$ cat src/hdl/uspr_cfg.svh
// Purpose: Named constants for the push/carry-clear/return execution block
// Assumes: 8-bit core, 16-bit program counter, 16-bit system stack pointer
// Notes:   Cycle counts are whole instruction times at the core clock, except USPR_CYC_PTR_RD and USPR_CYC_SRC_RD, which are push cycle numbers
`ifndef USPR_CFG_SVH
`define USPR_CFG_SVH

`define USPR_OPC_PUSHINC    8'h83
`define USPR_OPC_CLRC       8'hCF
`define USPR_OPC_RETURN     8'hAF
`define USPR_CYC_PUSHINC    4'h8
`define USPR_CYC_CLRC       4'h4
`define USPR_CYC_RETURN     4'h8
`define USPR_CYC_RETURN_EXT 4'hA
`define USPR_CYC_PTR_RD     4'h5
`define USPR_CYC_SRC_RD     4'h6
`define USPR_SP_STEP        16'h0002
`define USPR_PTR_STEP       8'h01
`define USPR_FLAG_CARRY     3'h7
`define USPR_PC_RESET       16'h0000
`define USPR_SP_RESET       16'h0000
`define USPR_FLAGS_RESET    8'h00

`endif

$ cat src/hdl/uspr_pkg.sv
// Purpose: Types used by the execution block's sequencer state machine
// Assumes: Nothing beyond the constants header
// Notes:   Holds types only
package uspr_pkg;
    typedef enum logic [3:0] {
        ST_FETCH,
        ST_DECODE,
        ST_OPND1,
        ST_OPND2,
        ST_PTR_RD,
        ST_SRC_RD,
        ST_PUSH_WR,
        ST_STK_HI,
        ST_STK_LO,
        ST_PAD
    } uspr_state_t;
endpackage

$ cat src/hdl/uspr_rf_if.sv
// Purpose: Register-file access bundle between sequencer and port module
// Assumes: Single-cycle synchronous read of the register file
// Notes:   One read and one write channel
interface uspr_rf_if;
    logic       rd_en;
    logic [7:0] rd_addr;
    logic [7:0] rd_data;
    logic       wr_en;
    logic [7:0] wr_addr;
    logic [7:0] wr_data;
    modport seq (output rd_en, output rd_addr, input rd_data,
                 output wr_en, output wr_addr, output wr_data);
    modport port (input rd_en, input rd_addr, output rd_data,
                  input wr_en, input wr_addr, input wr_data);
endinterface

$ cat src/hdl/uspr_exec.sv
// Purpose: Executes the incrementing user-stack push, carry clear and return
// Assumes: Program and stack memories answer within the cycle that presents the address
// Notes:   Other opcodes are skipped in one four-cycle slot
// Operation
// - Push-increment (83h, 3 bytes, 8 cycles) adds one to the pointer, then writes src there.
// - Push-increment leaves every condition flag as it was.
// - Carry clear keeps every other condition flag.
// - Return loads the program counter from the word at the stack pointer, then adds two.
// - The byte at the stack pointer is the counter's upper byte, the next byte the lower.
// - Return (AFh, 1 byte) takes 8 cycles, or 10 with ext_stack_i, and keeps all flags.
// - After a return, fetching resumes at the newly loaded program counter.
`include "uspr_cfg.svh"
module uspr_exec (
    // Clock and reset
    input  wire logic        clk_i,
    input  wire logic        arst_n_i,
    // Program memory
    output logic [15:0]      prog_addr_o,
    input  wire logic [7:0]  prog_data_i,
    // System stack memory
    output logic [15:0]      stk_addr_o,
    input  wire logic [7:0]  stk_data_i,
    input  wire logic        ext_stack_i,
    // Register file
    output logic             rf_rd_en_o,
    output logic [7:0]       rf_rd_addr_o,
    input  wire logic [7:0]  rf_rd_data_i,
    output logic             rf_wr_en_o,
    output logic [7:0]       rf_wr_addr_o,
    output logic [7:0]       rf_wr_data_o,
    // Core state
    output logic [15:0]      program_counter_o,
    output logic [15:0]      system_stack_pointer_o,
    output logic [7:0]       flags_o,
    output logic             instr_done_o
);
    uspr_rf_if rf ();

    uspr_pkg::uspr_state_t state_q, state_d;
    logic [15:0] pc_q, pc_d;
    logic [15:0] sp_q, sp_d;
    logic [7:0]  flags_q, flags_d;
    logic [7:0]  dst_q, dst_d;
    logic [7:0]  src_q, src_d;
    logic [7:0]  ptr_q, ptr_d;
    logic [7:0]  hi_q, hi_d;
    logic [3:0]  cyc_q, cyc_d;
    logic [3:0]  len_q, len_d;
    logic        done_q, done_d;
    logic [15:0] stk_addr_q, stk_addr_d;

    function automatic logic [7:0] ptr_inc(input logic [7:0] p);
        // Natural 8-bit wrap, no carry out is kept
        ptr_inc = p + `USPR_PTR_STEP;
    endfunction

    always_comb
    begin
        state_d    = state_q;
        pc_d       = pc_q;
        sp_d       = sp_q;
        flags_d    = flags_q;
        dst_d      = dst_q;
        src_d      = src_q;
        ptr_d      = ptr_q;
        hi_d       = hi_q;
        len_d      = len_q;
        stk_addr_d = stk_addr_q;
        done_d     = 1'b0;
        cyc_d      = cyc_q + 4'h1;
        rf.rd_en   = 1'b0;
        rf.rd_addr = 8'h00;
        rf.wr_en   = 1'b0;
        rf.wr_addr = 8'h00;
        rf.wr_data = 8'h00;
        case (state_q)
            uspr_pkg::ST_FETCH:
            begin
                cyc_d   = 4'h1;
                state_d = uspr_pkg::ST_DECODE;
            end
            uspr_pkg::ST_DECODE:
            begin
                pc_d = pc_q + 16'h0001;
                case (prog_data_i)
                    `USPR_OPC_PUSHINC:
                    begin
                        len_d   = `USPR_CYC_PUSHINC;
                        state_d = uspr_pkg::ST_OPND1;
                    end
                    `USPR_OPC_CLRC:
                    begin
                        flags_d[`USPR_FLAG_CARRY] = 1'b0;
                        len_d   = `USPR_CYC_CLRC;
                        state_d = uspr_pkg::ST_PAD;
                    end
                    `USPR_OPC_RETURN:
                    begin
                        len_d      = ext_stack_i ? `USPR_CYC_RETURN_EXT
                                                 : `USPR_CYC_RETURN;
                        stk_addr_d = sp_q;
                        state_d    = uspr_pkg::ST_STK_HI;
                    end
                    default:
                    begin
                        len_d   = `USPR_CYC_CLRC;
                        state_d = uspr_pkg::ST_PAD;
                    end
                endcase
            end
            uspr_pkg::ST_OPND1:
            begin
                dst_d   = prog_data_i;
                pc_d    = pc_q + 16'h0001;
                state_d = uspr_pkg::ST_OPND2;
            end
            uspr_pkg::ST_OPND2:
            begin
                src_d      = prog_data_i;
                pc_d       = pc_q + 16'h0001;
                rf.rd_en   = 1'b1;
                rf.rd_addr = dst_q;
                state_d    = uspr_pkg::ST_PTR_RD;
            end
            uspr_pkg::ST_PTR_RD:
            begin
                // Pin read data lags the strobe by the port register plus memory
                if (cyc_q == `USPR_CYC_PTR_RD)
                begin
                    ptr_d      = ptr_inc(rf.rd_data);
                    rf.wr_en   = 1'b1;
                    rf.wr_addr = dst_q;
                    rf.wr_data = ptr_inc(rf.rd_data);
                    rf.rd_en   = 1'b1;
                    rf.rd_addr = src_q;
                    state_d    = uspr_pkg::ST_SRC_RD;
                end
            end
            uspr_pkg::ST_SRC_RD:
            begin
                if (cyc_q == `USPR_CYC_SRC_RD)
                    state_d = uspr_pkg::ST_PUSH_WR;
            end
            uspr_pkg::ST_PUSH_WR:
            begin
                // Flags untouched on this path
                rf.wr_en   = 1'b1;
                rf.wr_addr = ptr_q;
                rf.wr_data = rf.rd_data;
                state_d    = uspr_pkg::ST_PAD;
            end
            uspr_pkg::ST_STK_HI:
            begin
                hi_d       = stk_data_i;
                stk_addr_d = stk_addr_q + 16'h0001;
                state_d    = uspr_pkg::ST_STK_LO;
            end
            uspr_pkg::ST_STK_LO:
            begin
                pc_d    = {hi_q, stk_data_i};
                sp_d    = sp_q + `USPR_SP_STEP;
                state_d = uspr_pkg::ST_PAD;
            end
            uspr_pkg::ST_PAD:
            begin
                // Decode follows done directly: the next opcode already stands on
                // the program bus, and a fetch slot here would stretch every count
                if (cyc_q >= len_q)
                begin
                    done_d  = 1'b1;
                    cyc_d   = 4'h1;
                    state_d = uspr_pkg::ST_DECODE;
                end
            end
            default:
                state_d = uspr_pkg::ST_FETCH;
        endcase
    end

    always_ff @(posedge clk_i or negedge arst_n_i)
    begin
        if (!arst_n_i)
        begin
            state_q    <= uspr_pkg::ST_FETCH;
            pc_q       <= `USPR_PC_RESET;
            sp_q       <= `USPR_SP_RESET;
            flags_q    <= `USPR_FLAGS_RESET;
            dst_q      <= 8'h00;
            src_q      <= 8'h00;
            ptr_q      <= 8'h00;
            hi_q       <= 8'h00;
            cyc_q      <= 4'h0;
            len_q      <= 4'h0;
            done_q     <= 1'b0;
            stk_addr_q <= 16'h0000;
        end
        else
        begin
            state_q    <= state_d;
            pc_q       <= pc_d;
            sp_q       <= sp_d;
            flags_q    <= flags_d;
            dst_q      <= dst_d;
            src_q      <= src_d;
            ptr_q      <= ptr_d;
            hi_q       <= hi_d;
            cyc_q      <= cyc_d;
            len_q      <= len_d;
            done_q     <= done_d;
            stk_addr_q <= stk_addr_d;
        end
    end

    uspr_rf_port u_rf_port (
        .clk_i        (clk_i),
        .arst_n_i     (arst_n_i),
        .rf           (rf),
        .rf_rd_en_o   (rf_rd_en_o),
        .rf_rd_addr_o (rf_rd_addr_o),
        .rf_rd_data_i (rf_rd_data_i),
        .rf_wr_en_o   (rf_wr_en_o),
        .rf_wr_addr_o (rf_wr_addr_o),
        .rf_wr_data_o (rf_wr_data_o)
    );

    assign prog_addr_o            = pc_q;
    assign stk_addr_o             = stk_addr_q;
    assign program_counter_o      = pc_q;
    assign system_stack_pointer_o = sp_q;
    assign flags_o                = flags_q;
    assign instr_done_o           = done_q;
endmodule

$ cat src/hdl/uspr_rf_port.sv
// Purpose: Registers the register-file strobes onto the top-level pins
// Assumes: Register file answers one cycle after a read strobe
// Notes:   Read data passes straight back, it is already on the core clock
`include "uspr_cfg.svh"
module uspr_rf_port (
    // Clock and reset
    input  wire logic       clk_i,
    input  wire logic       arst_n_i,
    // Sequencer side
    uspr_rf_if.port         rf,
    // Register-file pins
    output logic            rf_rd_en_o,
    output logic [7:0]      rf_rd_addr_o,
    input  wire logic [7:0] rf_rd_data_i,
    output logic            rf_wr_en_o,
    output logic [7:0]      rf_wr_addr_o,
    output logic [7:0]      rf_wr_data_o
);
    logic       rd_en_d;
    logic [7:0] rd_addr_d;
    logic       wr_en_d;
    logic [7:0] wr_addr_d;
    logic [7:0] wr_data_d;

    always_comb
    begin
        rd_en_d   = rf.rd_en;
        rd_addr_d = rf.rd_addr;
        wr_en_d   = rf.wr_en;
        wr_addr_d = rf.wr_addr;
        wr_data_d = rf.wr_data;
    end

    always_ff @(posedge clk_i or negedge arst_n_i)
    begin
        if (!arst_n_i)
        begin
            rf_rd_en_o   <= 1'b0;
            rf_rd_addr_o <= 8'h00;
            rf_wr_en_o   <= 1'b0;
            rf_wr_addr_o <= 8'h00;
            rf_wr_data_o <= 8'h00;
        end
        else
        begin
            rf_rd_en_o   <= rd_en_d;
            rf_rd_addr_o <= rd_addr_d;
            rf_wr_en_o   <= wr_en_d;
            rf_wr_addr_o <= wr_addr_d;
            rf_wr_data_o <= wr_data_d;
        end
    end

    assign rf.rd_data = rf_rd_data_i;
endmodule

$ cat config.mk
export PLATFORM = sky130hd
export DESIGN_NAME = uspr_exec
export DESIGN_NICKNAME = d
export VERILOG_FILES = /design/src/hdl/uspr_pkg.sv /design/src/hdl/uspr_rf_if.sv /design/src/hdl/uspr_exec.sv /design/src/hdl/uspr_rf_port.sv
export VERILOG_INCLUDE_DIRS = /design/src /design/src/hdl
export SDC_FILE = /design/constraint.sdc
export NUM_CORES = 1
export LEC_CHECK = 0
export BUFFER_PORTS_ARGS = -buffer_cell sky130_fd_sc_hd__buf_4
export CAP_MARGIN = 5
export CORE_MARGIN = 2
export CORE_UTILIZATION = 35
export DETAILED_ROUTE_END_ITERATION = 10
export PLACE_DENSITY_LB_ADDON = 0.1
export SKIP_LAST_GASP = 1
export SLEW_MARGIN = 20
export SYNTH_ARGS = -nofsm -noshare
export SYNTH_HDL_FRONTEND = slang
export SYNTH_SLANG_ARGS = --single-unit
$ cat constraint.sdc
create_clock -name clk_i -period 1.7 [get_ports clk_i]
set_input_delay 0.255 -clock clk_i [delete_from_list [all_inputs] [get_ports clk_i]]
set_output_delay 0.255 -clock clk_i [all_outputs]
set_load 0.01 [all_outputs]
# After elaboration in Yosys (flattened, before gate mapping)
# Index checks and enable logic that the tools add are counted.
[op_classes] magnitude_cmp=1 n_reduce_logical=8 eq_ne=17 mux=23 n_addsub=5
[ops] operator="$pmux 16 s2" n=2
[ops] operator="$pmux 8 s2" n=3
[ops] operator="$pmux 4 s9" n=1
[ops] operator="$add 16x1->16 const B" n=2
[ops] operator="$eq 4x3->1 const B" n=6
[ops] operator="$mux 8" n=3
[ops] operator="$pmux 4 s2" n=3
[ops] operator="$add 16x2->16 const B" n=1
[ops] operator="$eq 8x8->1 const B" n=2
[ops] operator="$mux 16" n=1
[ops] operator="$mux 4" n=4
[ops] operator="$add 8x1->8 const B" n=1
[ops] operator="$eq 4x2->1 const B" n=2
[ops] operator="$eq 4x4->1 const B" n=2
[ops] operator="$ne 2x2->1 const B" n=4
[ops] operator="$add 4x1->4 const B" n=1
[ops] operator="$eq 4x1->1 const B" n=1
[ops] operator="$ge 4x4->1" n=1
[ops] operator="$logic_not 4->1" n=1
[ops] operator="$pmux 1 s2" n=2
[ops] operator="$reduce_and 2->1" n=2
[ops] operator="$reduce_bool 2->1" n=2
[ops] operator="$mux 1" n=3
[ops] operator="$reduce_and 3->1" n=1
[ops] operator="3 further kinds" n=3
[word_totals] out_inout_bits=99 ff_bits=119 wordCells=70 in_bits=27

# Longest topological paths before layout
[depth] depth_word=3 depth_mapped=8 mapped_depth_nobuf=6

# Cells and area by module
# A second synthesis with hierarchy kept.
[unflattened] cells_unflattened=587 area_unflattened_um2=5920.7
[by_module_without_submodules] mod="uspr_exec" seq_area_each_um2=2277.2 cells_each=553 area_per_inst_um2=5210.0 instances=1
[by_module_without_submodules] mod="uspr_rf_port" seq_area_each_um2=650.6 cells_each=34 area_per_inst_um2=710.7 instances=1

# Least setup slack after synthesis
# Ideal clock, no wire load.
[synth_path] path_type="register to register" start="reg state_q[3]" end="reg pc_q[12] (netlist: prog_addr_o[12])" synth_period_minus_slack_ps=1909 slack_ps=-209 setup_ps=69 path_buffers=1 stages_incl_launch_ff=6 arrival_ps=1840 t_required_ps=1631 cell_sequence="dfrtp_1 -> or2_1 -> buf_2 -> or4_4 -> or4_1 -> nand3_1"
[synth_between] elab_chain_len=3 word_cells_on_any_way=7 cone_classes="4 x eq/ne; 1 x mux; 2 x reduce/logical"
[synth_rtl] element="from (decl)" line="uspr_exec.sv:39" rtl="uspr_pkg::uspr_state_t state_q, state_d;"
[synth_rtl] element="from (signal assigned)" line="uspr_exec.sv:184" rtl="state_q <= uspr_pkg::ST_FETCH;"
[synth_rtl] element="from (signal assigned)" line="uspr_exec.sv:199" rtl="state_q <= state_d;"
[synth_rtl] element="$eq 4x1->1 / $eq 4x2->1 (equally long branches)" line="uspr_exec.sv:76" rtl="case (state_q)"
[synth_rtl] element="$reduce_or 3->1 (no line)"
[synth_rtl] element="$pmux 16 s2 / $reduce_bool 2->1 (equally long branches)"
[synth_rtl] element="to (signal assigned)" line="uspr_exec.sv:185" rtl="pc_q <= `USPR_PC_RESET;"
[synth_rtl] element="to (signal assigned)" line="uspr_exec.sv:200" rtl="pc_q <= pc_d;"
[synth_rtl] element="to (decl)" line="uspr_exec.sv:40" rtl="logic [15:0] pc_q, pc_d;"
# Parallel ways exist; a longest one is shown, timed or not.
# A chain may end at the register's enable or synchronous reset.

# Worst setup path after layout
# Same ends and word-level chain as after synthesis.

==> results.ini <==
[routing]
wl_um = 16800
dr.pass1.iters = 4
detail-route-antenna-nets = 0
dr_total_vias = 5285
drt-initial-drc-count = 259
drc = 0
routed_via_density = 5.22
wl_per_cell_um = 16.6

[floorplan]
die_w_um = 133
die_area_mm2 = 0.0177
io_pins = 126
core_area_mm2 = 0.0164
fp.dieH_um = 133
row_count = 47
initial_core_util_pct = 35.4

[layout]
nFillCells = 1534
area_growth_pct = 42.8
n_antenna_cell = 0
finish.instance_area_mm2 = 0.00830
final_common_cell = buf_4
utilization_pct = 50.6
nNetsFinal = 817
final_cell_mix = buf_4, dfrtp_1, nand2_1
final_layout_size_suffix_gt1_share_pct = 35.6

[cts]
root_buffer = clkbuf_16
cts_buffers = 17
clockBufferDepth = 2
clock_latency_ns = 0.42
h-tree-depth = 4
cts_tree = built
cts.sinks = 117
cts.reportedPaths.clkPinSlew_ns = 0.06

[global_route]
grt_overflow_total = 0
grt_usage_pct = 19.5
grt_max_degree = 37
grt_pass1_vias = 5304
antenna_found_initial = 0
grt_pass1_wl_um = 27300

[worst_setup_path]
critical_path_class = reg -> reg
cp_max_fo = 6
start_kind = register
r2r_end = prog_addr_o[12]$_DFFE_PN0P_
arrival_ns = 2.16
r2r_start = state_q[3]$_DFFE_PN0P_
r2r_setup_slack_ns = -0.11
endpoint = prog_addr_o[12]$_DFFE_PN0P_
slowest_delay_ns = 0.54
worstSetupStartpoint = state_q[3]$_DFFE_PN0P_
crit_chain = or2_1 -> or4_4 -> or4_1 -> nand3_1
cp.required_ns = 2.06
cpMaxStageDelayCell = or4_4
endpoint_kind = register
reg2reg_depth = 4

[timing]
slew_viol_final = 0
finalHoldViolCount = 0
clock.fmax_ghz = 0.553
layout_setup_ws_ns = -0.107
finalSetupViolations = 23
skew_ns = 0.00886
hold_slack_ns = 0.0446
grt_setup_unrepaired = yes
final.period_utilization_pct = 106
finalCriticalPeriod_ns = 1.81
tns_ns = -1.22

[place]
dpl_cell_area_mm2 = 0.00735
gp_congestion = 0.861
dpl.hpwl_um = 12300
port_buffers = 116

[synth]
synth-async-reset-ratio_pct = 100
ys_warn_count = 0
avgSynthCellArea_um2 = 9.71
ys.flop_type = dfrtp_1
synth_seq_cells = 117
yosysUniqueCellTypes = 60
synth_cells = 599
synth_edf_count = 0
synthesis.area_mm2 = 0.00581
yosysSeqAreaShare_pct = 50.4

[pwr]
power_mw = 9.57
p_per_area_mw_per_mm2 = 1150
ir_worst_vdd_v = 0.000641
power.leakage_nw = 3.97

[outcome]
violations = negative setup slack
status = finished, violations left

[run]
maxCapViolations = 0

[worst_hold_path]
hp-class = in -> reg

state kept, by name (all words and copies together), names as in the netlist:
name / cells
stk_addr_o: 16
ptr_q: 8
hi_q: 8
dst_q: 8
len_q: 3
instr_done_o: 1
system_stack_pointer_o: 15
state_q: 4
u_rf_port.rf_wr_addr_o: 8
u_rf_port.rf_wr_en_o: 1
u_rf_port.rf_rd_addr_o: 8
src_q: 8
prog_addr_o: 16
u_rf_port.rf_wr_data_o: 8
u_rf_port.rf_rd_en_o: 1
cyc_q: 4
Yosys cell counts, types with 6 or more instances:
master / instances / area share [%]
a211oi_1: 6 / 0.77
a21oi_1: 15 / 1.3
a221o_1: 6 / 1.0
a22o_1: 10 / 1.5
a22oi_1: 9 / 1.2
and3_1: 11 / 1.2
buf_2: 8 / 0.69
buf_4: 25 / 3.2
clkbuf_1: 17 / 1.1
dfrtp_1: 117 / 50
ha_1: 10 / 2.2
inv_1: 10 / 0.65
mux2_1: 8 / 1.5
nand2_1: 107 / 6.9
nand3_1: 27 / 2.3
nand4_1: 13 / 1.4
nor2_1: 43 / 2.8
nor3_1: 17 / 1.5
o211ai_1: 10 / 1.3
o21ai_0: 11 / 0.95
o21ai_1: 14 / 1.2
o221a_1: 7 / 1.4
o311ai_1: 6 / 0.90
xnor2_1: 17 / 2.6
layer usage:
layer,share of wire (%),vias to the layer above,global-route usage [%]
met5,0,-,0
met2,49,144,31.9
met3,4.8,14,5.17
li1,-,2498,-
met1,45,2629,25.6
met4,1.0,0,5.44
layout make-up:
cell class | count | area, um^2 | area share (%)
clock buffer | 17 | 425 | 5.12
clock inverter | 15 | 180 | 2.17
inverter | 12 | 45.0 | 0.542
multi-input combinational | 427 | 2790 | 33.6
sequential | 117 | 2930 | 35.3
tap | 220 | 275 | 3.31
timing repair buffer | 205 | 1650 | 19.9
repair_timing:
item,in CTS,in global routing
hold buffers,1,0
endpoints found under the setup margin,45,83
hold endpoints to repair,29,0
pin swaps,5,17
buffers inserted,5,10
gates cloned,0,0
gates resized for setup,19,37
through the flow:
stage               std cells  setup slack [ns]
finish                   1013            -0.107
CTS                      1004            -0.108
global route             1013            -0.182
floorplan                 607            -0.102
detailed placement        966            -0.138
global placement          966           -0.0982
power by group:
group          switching (mW)  internal, mW  leakage (nW)  total [mW]
combinational            1.25          1.28          2.23        2.53
sequential              0.294          3.08          1.45        3.37
clock                    1.36          2.31         0.290        3.67
total                    2.91          6.66          3.97        9.57
cells by family (layout without fill, tap and decap cells):
logic type	after synthesis	in the layout	synth area share [%]
buffers and inverters	63	249	5.85
and+or+nand+nor	263	263	22.2
other	1	9	0.0645
muxes	11	11	2.07
AOI/OAI and AO/OA	112	112	14.0
DFF	117	117	50.4
adders and majority gates	10	10	2.15
xor gates and xnor gates	22	22	3.31
worst min path at each step:
stage	start	endpoint	cells after the start	slack [ns]
detailed placement	arst_n_i	hi_q[6]$_DFFE_PN0P_	1	0.25
CTS	prog_data_i[1]	src_q[1]$_DFFE_PN0N_	3	0.02
global placement	arst_n_i	hi_q[2]$_DFFE_PN0P_	1	0.24
floorplan	arst_n_i	cyc_q[0]$_DFF_PN0_	0	-0.04
finish	stk_data_i[1]	hi_q[1]$_DFFE_PN0P_	3	0.04
global route	stk_data_i[1]	hi_q[1]$_DFFE_PN0P_	3	0.05
critical path, delay by kind of cell, from the launching register on:
| family | cells | cell delay, ns |
|---|---|---|
| DFF | 1 | 0.45 |
| and+or+nand+nor | 4 | 1.29 |
(Power assumes the default switching activity.)
